## src/rtl/rsc_cfg.svh

```systemverilog
`ifndef RSC_CFG_SVH
`define RSC_CFG_SVH

// Register byte offsets
`define RSC_OFF_GUARD 8'h00
`define RSC_OFF_CAUSE 8'h04
`define RSC_OFF_THRESH 8'h08
`define RSC_OFF_FLASH1 8'h0c
`define RSC_OFF_STATUS 8'h10

// Guard codes
`define RSC_GUARD_RST 8'h55
`define RSC_GUARD_ALT 8'haa

// Threshold codes
`define RSC_THR_2V10 8'h55
`define RSC_THR_2V55 8'h33
`define RSC_THR_3V15 8'h99
`define RSC_THR_3V80 8'haa
`define RSC_THR_RST 8'h55

// Flash control one reset code
`define RSC_FLASH_RST_CODE 8'h55

// Cause flag bit positions
`define RSC_BIT_GUARD 3
`define RSC_BIT_BROWN 2
`define RSC_BIT_THR 1
`define RSC_BIT_WDC 0
`define RSC_CAUSE_RST 8'h00

// Status bit positions
`define RSC_BIT_TO 0

// Timing
`define RSC_CLK_MHZ 50
`define RSC_SOFT_DELAY_NS 16000
`define RSC_FILTER_NS 60000
`define RSC_SOFT_DELAY_CYC \
    ((`RSC_SOFT_DELAY_NS * `RSC_CLK_MHZ + 999) / 1000)
`define RSC_FILTER_CYC ((`RSC_FILTER_NS * `RSC_CLK_MHZ) / 1000)
`define RSC_HOLD_CYC 8

`endif

```

## src/rtl/rsc_pkg.sv

```systemverilog
package rsc_pkg;

    typedef enum logic [2:0] {
        RSC_ST_RUN = 3'b001,
        RSC_ST_DELAY = 3'b010,
        RSC_ST_HOLD = 3'b100
    } rsc_state_e;

    typedef enum logic [1:0] {
        RSC_LVL_2V10 = 2'h0,
        RSC_LVL_2V55 = 2'h1,
        RSC_LVL_3V15 = 2'h2,
        RSC_LVL_3V80 = 2'h3
    } rsc_level_e;

endpackage : rsc_pkg

```

## src/rtl/rsc_reset_ctrl.sv

```systemverilog
`timescale 1ns/1ps
`default_nettype none
`include "rsc_cfg.svh"

module rsc_reset_ctrl
    import rsc_pkg::*;
#(
    parameter int unsigned SOFT_DELAY_CYC = `RSC_SOFT_DELAY_CYC,
    parameter int unsigned FILTER_CYC = `RSC_FILTER_CYC,
    parameter int unsigned HOLD_CYC = `RSC_HOLD_CYC
) (
    // Clock and power-on reset
    input wire logic clk_i,
    input wire logic rst_n_i,
    // APB slave
    input wire logic psel_i,
    input wire logic penable_i,
    input wire logic pwrite_i,
    input wire logic [7:0] paddr_i,
    input wire logic [31:0] pwdata_i,
    output logic [31:0] prdata_o,
    output logic pready_o,
    output logic pslverr_o,
    // Reset sources
    input wire logic supply_low_i,
    input wire logic sleep_idle_i,
    input wire logic wdog_timeout_i,
    input wire logic wdog_ctrl_bad_i,
    // Reset outputs, timeout flag and comparator control
    output logic sys_rst_n_o,
    output logic pc_sp_clear_o,
    output logic port_init_o,
    output logic timeout_status_flag_o,
    output logic brownout_enable_o,
    output logic [1:0] brownout_level_o
);

    localparam logic [15:0] SOFT_LOAD = 16'(SOFT_DELAY_CYC - 1);
    localparam logic [15:0] FILTER_LAST = 16'(FILTER_CYC);
    localparam logic [15:0] HOLD_LOAD = 16'(HOLD_CYC - 1);

    rsc_state_e state_r;
    logic [15:0] cnt_r;
    logic [15:0] filt_cnt_r;
    logic [7:0] reset_guard_r;
    logic [7:0] thresh_r;
    logic [3:0] cause_r;
    logic wdc_pend_r;
    logic flash_pend_r;
    logic low_meta_r;
    logic low_sync_r;

    // APB decode
    logic acc_phase;
    logic wr_en;
    logic addr_ok;
    logic [31:0] rd_data;

    // Reset triggers
    logic guard_bad;
    logic thr_bad;
    logic brown_trip;
    logic wdog_full;
    logic wdog_sleep;
    logic soft_done;
    logic enter_hold;
    logic [3:0] cause_set;

    assign acc_phase = psel_i & penable_i;
    assign wr_en = acc_phase & pready_o & pwrite_i;

    // Supply comparator is asynchronous to clk_i
    always_ff @(posedge clk_i) begin
        if (!rst_n_i) begin
            low_meta_r <= 1'b0;
            low_sync_r <= 1'b0;
        end else begin
            low_meta_r <= supply_low_i;
            low_sync_r <= low_meta_r;
        end
    end

    assign guard_bad = (reset_guard_r != `RSC_GUARD_RST) &&
        (reset_guard_r != `RSC_GUARD_ALT);

    always_comb begin
        thr_bad = 1'b0;
        case (thresh_r)
            `RSC_THR_2V10, `RSC_THR_2V55,
            `RSC_THR_3V15, `RSC_THR_3V80: thr_bad = 1'b0;
            default: thr_bad = 1'b1;
        endcase
    end

    // Filter counts consecutive low cycles while detection is on
    always_ff @(posedge clk_i) begin
        if (!rst_n_i) begin
            filt_cnt_r <= 16'h0000;
        end else if (!low_sync_r || sleep_idle_i ||
                     state_r == RSC_ST_HOLD) begin
            filt_cnt_r <= 16'h0000;
        end else if (filt_cnt_r != FILTER_LAST) begin
            filt_cnt_r <= filt_cnt_r + 16'h0001;
        end
    end

    // Trip only once the dip outlasts the filter time
    assign brown_trip = (filt_cnt_r == FILTER_LAST) && low_sync_r &&
        !sleep_idle_i && (state_r != RSC_ST_HOLD);

    assign wdog_full = wdog_timeout_i && !sleep_idle_i &&
        (state_r != RSC_ST_HOLD);
    assign wdog_sleep = wdog_timeout_i && sleep_idle_i;

    assign soft_done = (state_r == RSC_ST_DELAY) &&
        (cnt_r == 16'h0000);
    assign enter_hold = brown_trip || wdog_full || soft_done;

    always_comb begin
        cause_set = 4'h0;
        cause_set[`RSC_BIT_GUARD] = soft_done && guard_bad;
        cause_set[`RSC_BIT_BROWN] = brown_trip;
        cause_set[`RSC_BIT_THR] = soft_done && thr_bad;
        cause_set[`RSC_BIT_WDC] = soft_done && wdc_pend_r;
    end

    // Sequencer
    always_ff @(posedge clk_i) begin
        if (!rst_n_i) begin
            state_r <= RSC_ST_HOLD;
            cnt_r <= HOLD_LOAD;
        end else begin
            case (state_r)
                RSC_ST_RUN: begin
                    if (enter_hold) begin
                        state_r <= RSC_ST_HOLD;
                        cnt_r <= HOLD_LOAD;
                    end else if (guard_bad || thr_bad || wdc_pend_r ||
                                 flash_pend_r) begin
                        state_r <= RSC_ST_DELAY;
                        cnt_r <= SOFT_LOAD;
                    end
                end
                RSC_ST_DELAY: begin
                    if (enter_hold) begin
                        state_r <= RSC_ST_HOLD;
                        cnt_r <= HOLD_LOAD;
                    end else begin
                        cnt_r <= cnt_r - 16'h0001;
                    end
                end
                RSC_ST_HOLD: begin
                    if (cnt_r == 16'h0000) begin
                        state_r <= RSC_ST_RUN;
                    end else begin
                        cnt_r <= cnt_r - 16'h0001;
                    end
                end
                default: begin
                    state_r <= RSC_ST_HOLD;
                    cnt_r <= HOLD_LOAD;
                end
            endcase
        end
    end

    // Pending soft requests; a new one in the hold cycle survives
    always_ff @(posedge clk_i) begin
        if (!rst_n_i) begin
            wdc_pend_r <= 1'b0;
        end else if (wdog_ctrl_bad_i) begin
            wdc_pend_r <= 1'b1;
        end else if (enter_hold) begin
            wdc_pend_r <= 1'b0;
        end
    end

    always_ff @(posedge clk_i) begin
        if (!rst_n_i) begin
            flash_pend_r <= 1'b0;
        end else if (wr_en && paddr_i == `RSC_OFF_FLASH1 &&
                     pwdata_i[7:0] == `RSC_FLASH_RST_CODE) begin
            flash_pend_r <= 1'b1;
        end else if (enter_hold) begin
            flash_pend_r <= 1'b0;
        end
    end

    // Guard register
    always_ff @(posedge clk_i) begin
        if (!rst_n_i) begin
            reset_guard_r <= `RSC_GUARD_RST;
        end else if (enter_hold) begin
            reset_guard_r <= `RSC_GUARD_RST;
        end else if (wr_en && paddr_i == `RSC_OFF_GUARD) begin
            reset_guard_r <= pwdata_i[7:0];
        end
    end

    // Threshold register restored on awake watchdog timeout and bad-threshold reset, kept otherwise
    always_ff @(posedge clk_i) begin
        if (!rst_n_i) begin
            thresh_r <= `RSC_THR_RST;
        end else if ((soft_done && thr_bad) || wdog_full) begin
            thresh_r <= `RSC_THR_RST;
        end else if (brown_trip) begin
            thresh_r <= thresh_r;
        end else if (wr_en && paddr_i == `RSC_OFF_THRESH) begin
            thresh_r <= pwdata_i[7:0];
        end
    end

    // Cause flags: hardware set wins over a software clear
    always_ff @(posedge clk_i) begin
        if (!rst_n_i) begin
            cause_r <= 4'(`RSC_CAUSE_RST);
        end else if (wr_en && paddr_i == `RSC_OFF_CAUSE) begin
            cause_r <= (cause_r & pwdata_i[3:0]) |
                cause_set;
        end else begin
            cause_r <= cause_r | cause_set;
        end
    end

    // Timeout flag cleared only by power-on
    always_ff @(posedge clk_i) begin
        if (!rst_n_i) begin
            timeout_status_flag_o <= 1'b0;
        end else if (wdog_full || wdog_sleep) begin
            timeout_status_flag_o <= 1'b1;
        end
    end

    // Reset outputs
    always_ff @(posedge clk_i) begin
        if (!rst_n_i) begin
            sys_rst_n_o <= 1'b0;
            port_init_o <= 1'b1;
        end else begin
            sys_rst_n_o <= !(enter_hold ||
                (state_r == RSC_ST_HOLD && cnt_r != 16'h0000));
            port_init_o <= enter_hold ||
                (state_r == RSC_ST_HOLD && cnt_r != 16'h0000);
        end
    end

    // PC/SP clear covers full resets and the sleeping timeout
    always_ff @(posedge clk_i) begin
        if (!rst_n_i) begin
            pc_sp_clear_o <= 1'b1;
        end else begin
            pc_sp_clear_o <= enter_hold || wdog_sleep ||
                (state_r == RSC_ST_HOLD &&
                 cnt_r != 16'h0000);
        end
    end

    // Comparator control
    always_ff @(posedge clk_i) begin
        if (!rst_n_i) begin
            brownout_enable_o <= 1'b1;
            brownout_level_o <= RSC_LVL_2V10;
        end else begin
            brownout_enable_o <= !sleep_idle_i;
            case (thresh_r)
                `RSC_THR_2V55: brownout_level_o <= RSC_LVL_2V55;
                `RSC_THR_3V15: brownout_level_o <= RSC_LVL_3V15;
                `RSC_THR_3V80: brownout_level_o <= RSC_LVL_3V80;
                default: brownout_level_o <= RSC_LVL_2V10;
            endcase
        end
    end

    // Read mux
    always_comb begin
        rd_data = 32'h0000_0000;
        addr_ok = 1'b1;
        case (paddr_i)
            `RSC_OFF_GUARD: rd_data[7:0] = reset_guard_r;
            `RSC_OFF_CAUSE: rd_data[3:0] = cause_r;
            `RSC_OFF_THRESH: rd_data[7:0] = thresh_r;
            `RSC_OFF_FLASH1: rd_data = 32'h0000_0000;
            `RSC_OFF_STATUS:
                rd_data[`RSC_BIT_TO] = timeout_status_flag_o;
            default: addr_ok = 1'b0;
        endcase
    end

    // One wait state; data latched so it stands with pready
    always_ff @(posedge clk_i) begin
        if (!rst_n_i) begin
            pready_o <= 1'b0;
            prdata_o <= 32'h0000_0000;
            pslverr_o <= 1'b0;
        end else begin
            pready_o <= acc_phase && !pready_o;
            if (acc_phase && !pready_o) begin
                prdata_o <= pwrite_i ? 32'h0000_0000 : rd_data;
                pslverr_o <= !addr_ok;
            end else begin
                prdata_o <= 32'h0000_0000;
                pslverr_o <= 1'b0;
            end
        end
    end

endmodule : rsc_reset_ctrl
`default_nettype wire

```

## config.mk

```make
export PLATFORM = sky130hd
export DESIGN_NAME = rsc_reset_ctrl
export DESIGN_NICKNAME = d
export VERILOG_FILES = /design/src/rtl/rsc_pkg.sv /design/src/rtl/rsc_reset_ctrl.sv
export VERILOG_INCLUDE_DIRS = /design/src /design/src/rtl
export SDC_FILE = /design/constraint.sdc
export NUM_CORES = 1
export LEC_CHECK = 0
export BUFFER_PORTS_ARGS = -buffer_cell sky130_fd_sc_hd__buf_4
export CAP_MARGIN = 20
export CORE_ASPECT_RATIO = 1.1
export CORE_MARGIN = 2
export CORE_UTILIZATION = 24
export CTS_CLUSTER_DIAMETER = 60
export DETAILED_ROUTE_END_ITERATION = 12
export PLACE_DENSITY = 0.52
export SYNTH_ARGS = -nofsm -noshare
export SYNTH_HDL_FRONTEND = slang
export SYNTH_SLANG_ARGS = --single-unit
```

## constraint.sdc

```tcl
create_clock -name clk_i -period 5.1 [get_ports clk_i]
set_clock_uncertainty 0.15 [all_clocks]
set_input_delay 0.255 -clock clk_i [delete_from_list [all_inputs] [get_ports clk_i]]
set_output_delay 0.255 -clock clk_i [all_outputs]
set_load 0.1 [all_outputs]
```

==> qor.csv <==
stage;metric;value;unit
synthesis;Synth Area in Compound Gates;13.6;%
synthesis;Top FF cell, synth;dfxtp_1;
clocking;root buf cell;clkbuf_16;
routing;initial DRC count;256;
setup_path;flop2flop setup slack;2460;ps
synthesis;register bit total from synthesis;76;
clocking;Post-CTS Setup Inserts;0;
routing;final WL;9640;um
routing;DRC Markers;0;
synthesis;synthesized area;3770;sq um
die;die span in x;124;um
global_routing;met1 Track Usage GR;15.2;%
synthesis;Post-synth EDFFs;0;
global_routing;total track usage;12.2;%
hold_path;Hold/Removal Path Class;input pin to register;
setup_path;CP bufs+invs;0;
pwr;sw power;0.000375;W
global_routing;largest net degree at the start of global routing;29;
timing;Period minus WS final;2640;ps
synthesis;Yosys top cell by area;dfxtp_1;
clocking;CTS tree;built;
routing;ANT nets after route;0;
place;RePlAce Congestion;0.803;
synthesis;area share of the largest cell type after synthesis;40.3;%
pwr;Power Dens Cells;302;nW/um^2
clocking;clock transition at the registers of the reported paths;60;ps
setup_path;element type at the critical path end;register;
routing;routed vias;3327;
global_routing;global route overflow;0;
global_routing;busiest layer in global routing;met2;
setup_path;critical path fanouts, max;16;
synthesis;Yosys warning total;0;
place;# port buffers;41;
synthesis;multiplexer share of the synthesized area;2.39;%
pwr;leak pwr;1.65;nW
synthesis;top post-synthesis cells by area;dfxtp_1 40%, nand2_1 5.0%, buf_4 4.8%, nor2_1 4.8%, nand3_1 3.4%;
routing;Wirelength per Cell;13.9;um
synthesis;Post-Synth Adder-Cell Area;1.33;%
clocking;maximum clock insertion buffer count;2;
finish;post-layout util;28.9;%
die;row count;48;
clocking;CTS H-tree depth;3;
timing;Tcrit/Tclk final;51.8;%
setup_path;crit path to;cnt_r[15];
place;DPL Wire Length;7130;um
finish;fraction of layout cells with a size suffix above 1;14.0;%
pwr;Int Pwr;0.000981;W
timing;fmax;0.378;GHz
synthesis;Synth Area per Inst;8.46;sq um
place;Placed Cells;675;
pwr;total power;0.00136;W
finish;final std cells w/o fill;693;
job;Max Cap Viol;0;
global_routing;first-pass GRT wire length;15900;um
die;Die ar.;16700;sq um
pwr;sequential share of power;44.7;%
clocking;Worst-Skew Late Latency;340;ps
die;core area;15600;sq um
global_routing;met2 GRT Util;20.1;%
pwr;clock network power share;44.3;%
setup_path;Max stage delay on crit path;590;ps
setup_path;Crit. Startpoint;thresh_r[3];
setup_path;kind of critical path;register to register;
finish;nets;541;
setup_path;CP Data Required Time;5190;ps
synthesis;largest family of logic cells by synthesized area;simple AND/OR/NAND/NOR gates;
run_status;outcome;finished, final reports clean;
setup_path;Arrival @ worst endpoint;2740;ps
setup_path;cell breakdown of the critical path;and4bb_1 -> or4b_1 -> and3_4 -> o31ai_4 -> o31ai_1 -> a211oi_1;
timing;total negative setup slack;0;ps
routing;first-pass detailed-route iteration total;4;
timing;Slew Limit Fails;0;
clocking;Num Clock Sinks;76;
pwr;Sw Share;27.6;%
global_routing;initial antenna violation count;0;
die;die height;136;um
timing;Slew HR;55.2;%
synthesis;Cell variety after synth;61;
place;DP Area;4190;sq um
timing;unrepaired setup endpoints after global routing;false;
setup_path;Crit. path cell count;6;
finish;post-route cell area;4490;sq um
routing;routed vias/inst;4.80;
finish;layout overhead on the synthesized area;19.1;%
synthesis;Mapped Cells;446;
die;Ports;90;
setup_path;Reg2Reg Depth;6;
global_routing;GR Util met3;2.69;%
setup_path;Top delay family on crit path;simple AND/OR/NAND/NOR gates;
die;Initial Utilization;24.3;%
timing;Slew @ Worst Pin;667;ps
synthesis;Post-Synth XOR/XNOR Area;4.41;%
setup_path;CP max-delay cell;o31ai_4;
clocking;Num CTS Buffers;9;
synthesis;Async SR Flop Fraction;0;%
setup_path;r2r endpoint;cnt_r[15];
synthesis;simple-gate share of the synthesized area;30.5;%
pwr;worst vdd ir;0.145;mV
global_routing;vias in the first global route;3209;
pwr;Comb power frac;11.0;%
timing;Fin. Hold Viols;0;
synthesis;Seq/Total Area, Yosys;40.3;%
synthesis;most numerous cell in the Yosys netlist;dfxtp_1;
setup_path;Reg-to-Reg Start;thresh_r[3];
synthesis;top cells by count, synth;76 x dfxtp_1, 50 x nand2_1, 48 x nor2_1, 26 x nand3_1, 24 x buf_4;
setup_path;Startpoint Class;register;
finish;n_diodes;0;
timing;final setup fails;0;
## routing by layer
layer | routed length (um) | vias to the layer above
met5 | 0 | -
met1 | 4400 | 1605
li1 | - | 1643
met4 | 138 | 0
met3 | 397 | 10
met2 | 4700 | 69
## worst min-delay path: stages
cell and delay, ps:
buf_4 100, a31oi_1 40, nor2_1 70
## metrics by stage
step	setup slack, ps	hold WS [ps]
after detailed placement	2460	270
after floorplan	2830	167
after global placement	2520	272
final	2460	10.1
after global routing	2290	8.45
after CTS	2450	5.05
## power groups by stage
stage	clock, W	sequential (W)	combinational (W)
after floorplan	0	0.000631	0.000117
after global placement	0	0.000619	0.000148
after detailed placement	0	0.000619	0.000148
after CTS	0.000618	0.000606	0.000150
after global routing	0.000643	0.000607	0.000157
final	0.000601	0.000606	0.000149
## how the worst min path moves through the flow
stage | from | end | slack (ps) | depth (start not counted)
global placement | low_meta_r | low_sync_r | 270 | 1
CTS | wdog_ctrl_bad_i | wdc_pend_r | 5 | 3
finish | wdog_ctrl_bad_i | wdc_pend_r | 10 | 3
detailed placement | low_meta_r | low_sync_r | 270 | 1
global route | wdog_ctrl_bad_i | wdc_pend_r | 8 | 3
floorplan | sleep_idle_i | brownout_enable_o | 170 | 1
## cells in the final DEF (no fill, tap or decap), drive strengths merged, types with 3 or more instances in the layout
master  synthesis  final
mux2i           9      9
nor3           12     12
nor3b           5      5
a22oi           4      4
a211oi          5      5
a21oi          21     21
or3             6      6
nand3b          3      3
and3           11     11
nand2b          4      4
and2            4      4
nor4            5      5
clkbuf         10     12
or3b            3      3
conb            1     24
dfxtp          76     76
o31ai           6      6
clkinv          0      4
nand2          50     50
ha              4      4
xor2            7      7
a222oi          4      4
a31oi           3      3
xnor2          12     12
o21ai          21     21
buf            27     43
nand4          10     10
inv            11     11
nand3          26     26
nor2           48     48
or4             7      7
nand4b          4      4
nor4bb          5      5
## kinds of logic (layout without fill, tap and decap cells)
kind of cell	after synthesis	in the layout
AO/OA/AOI/OAI	76	76
XOR/XNOR	19	19
adder cells (fa/ha/maj)	4	4
buffers and inverters	48	72
flip-flops	76	76
multiplexers	9	9
other	1	24
AND/OR/NAND/NOR	213	213
## final cells by class
cell class | count | area, sq um
Clock buffer | 12 | 256
Tap cell | 200 | 250
Clock inverter | 4 | 23.8
Sequential cell | 76 | 1520
Timing Repair Buffer | 45 | 343
Multi-Input combinational cell | 345 | 2060
Fill cell | 1649 | 11100
Inverter | 11 | 41.3
## flip-flops by register name, indices dropped and copies added, names as in the netlist
register,cells
wdc_pend_r,1
thresh_r,8
timeout_status_flag_o,1
pc_sp_clear_o,1
low_meta_r,1
pslverr_o,1
cnt_r,16
filt_cnt_r,16
flash_pend_r,1
sys_rst_n_o,1
brownout_level_o,2
cause_r,4
port_init_o,1
prdata_o,8
low_sync_r,1
brownout_enable_o,1
state_r,3
reset_guard_r,8
pready_o,1
## what timing repair did
action,in CTS,in global routing
hold buffers,2,0
hold endpoints to repair,2,0
resized for setup,0,0
Note: power is estimated with default switching activity, not from simulation.
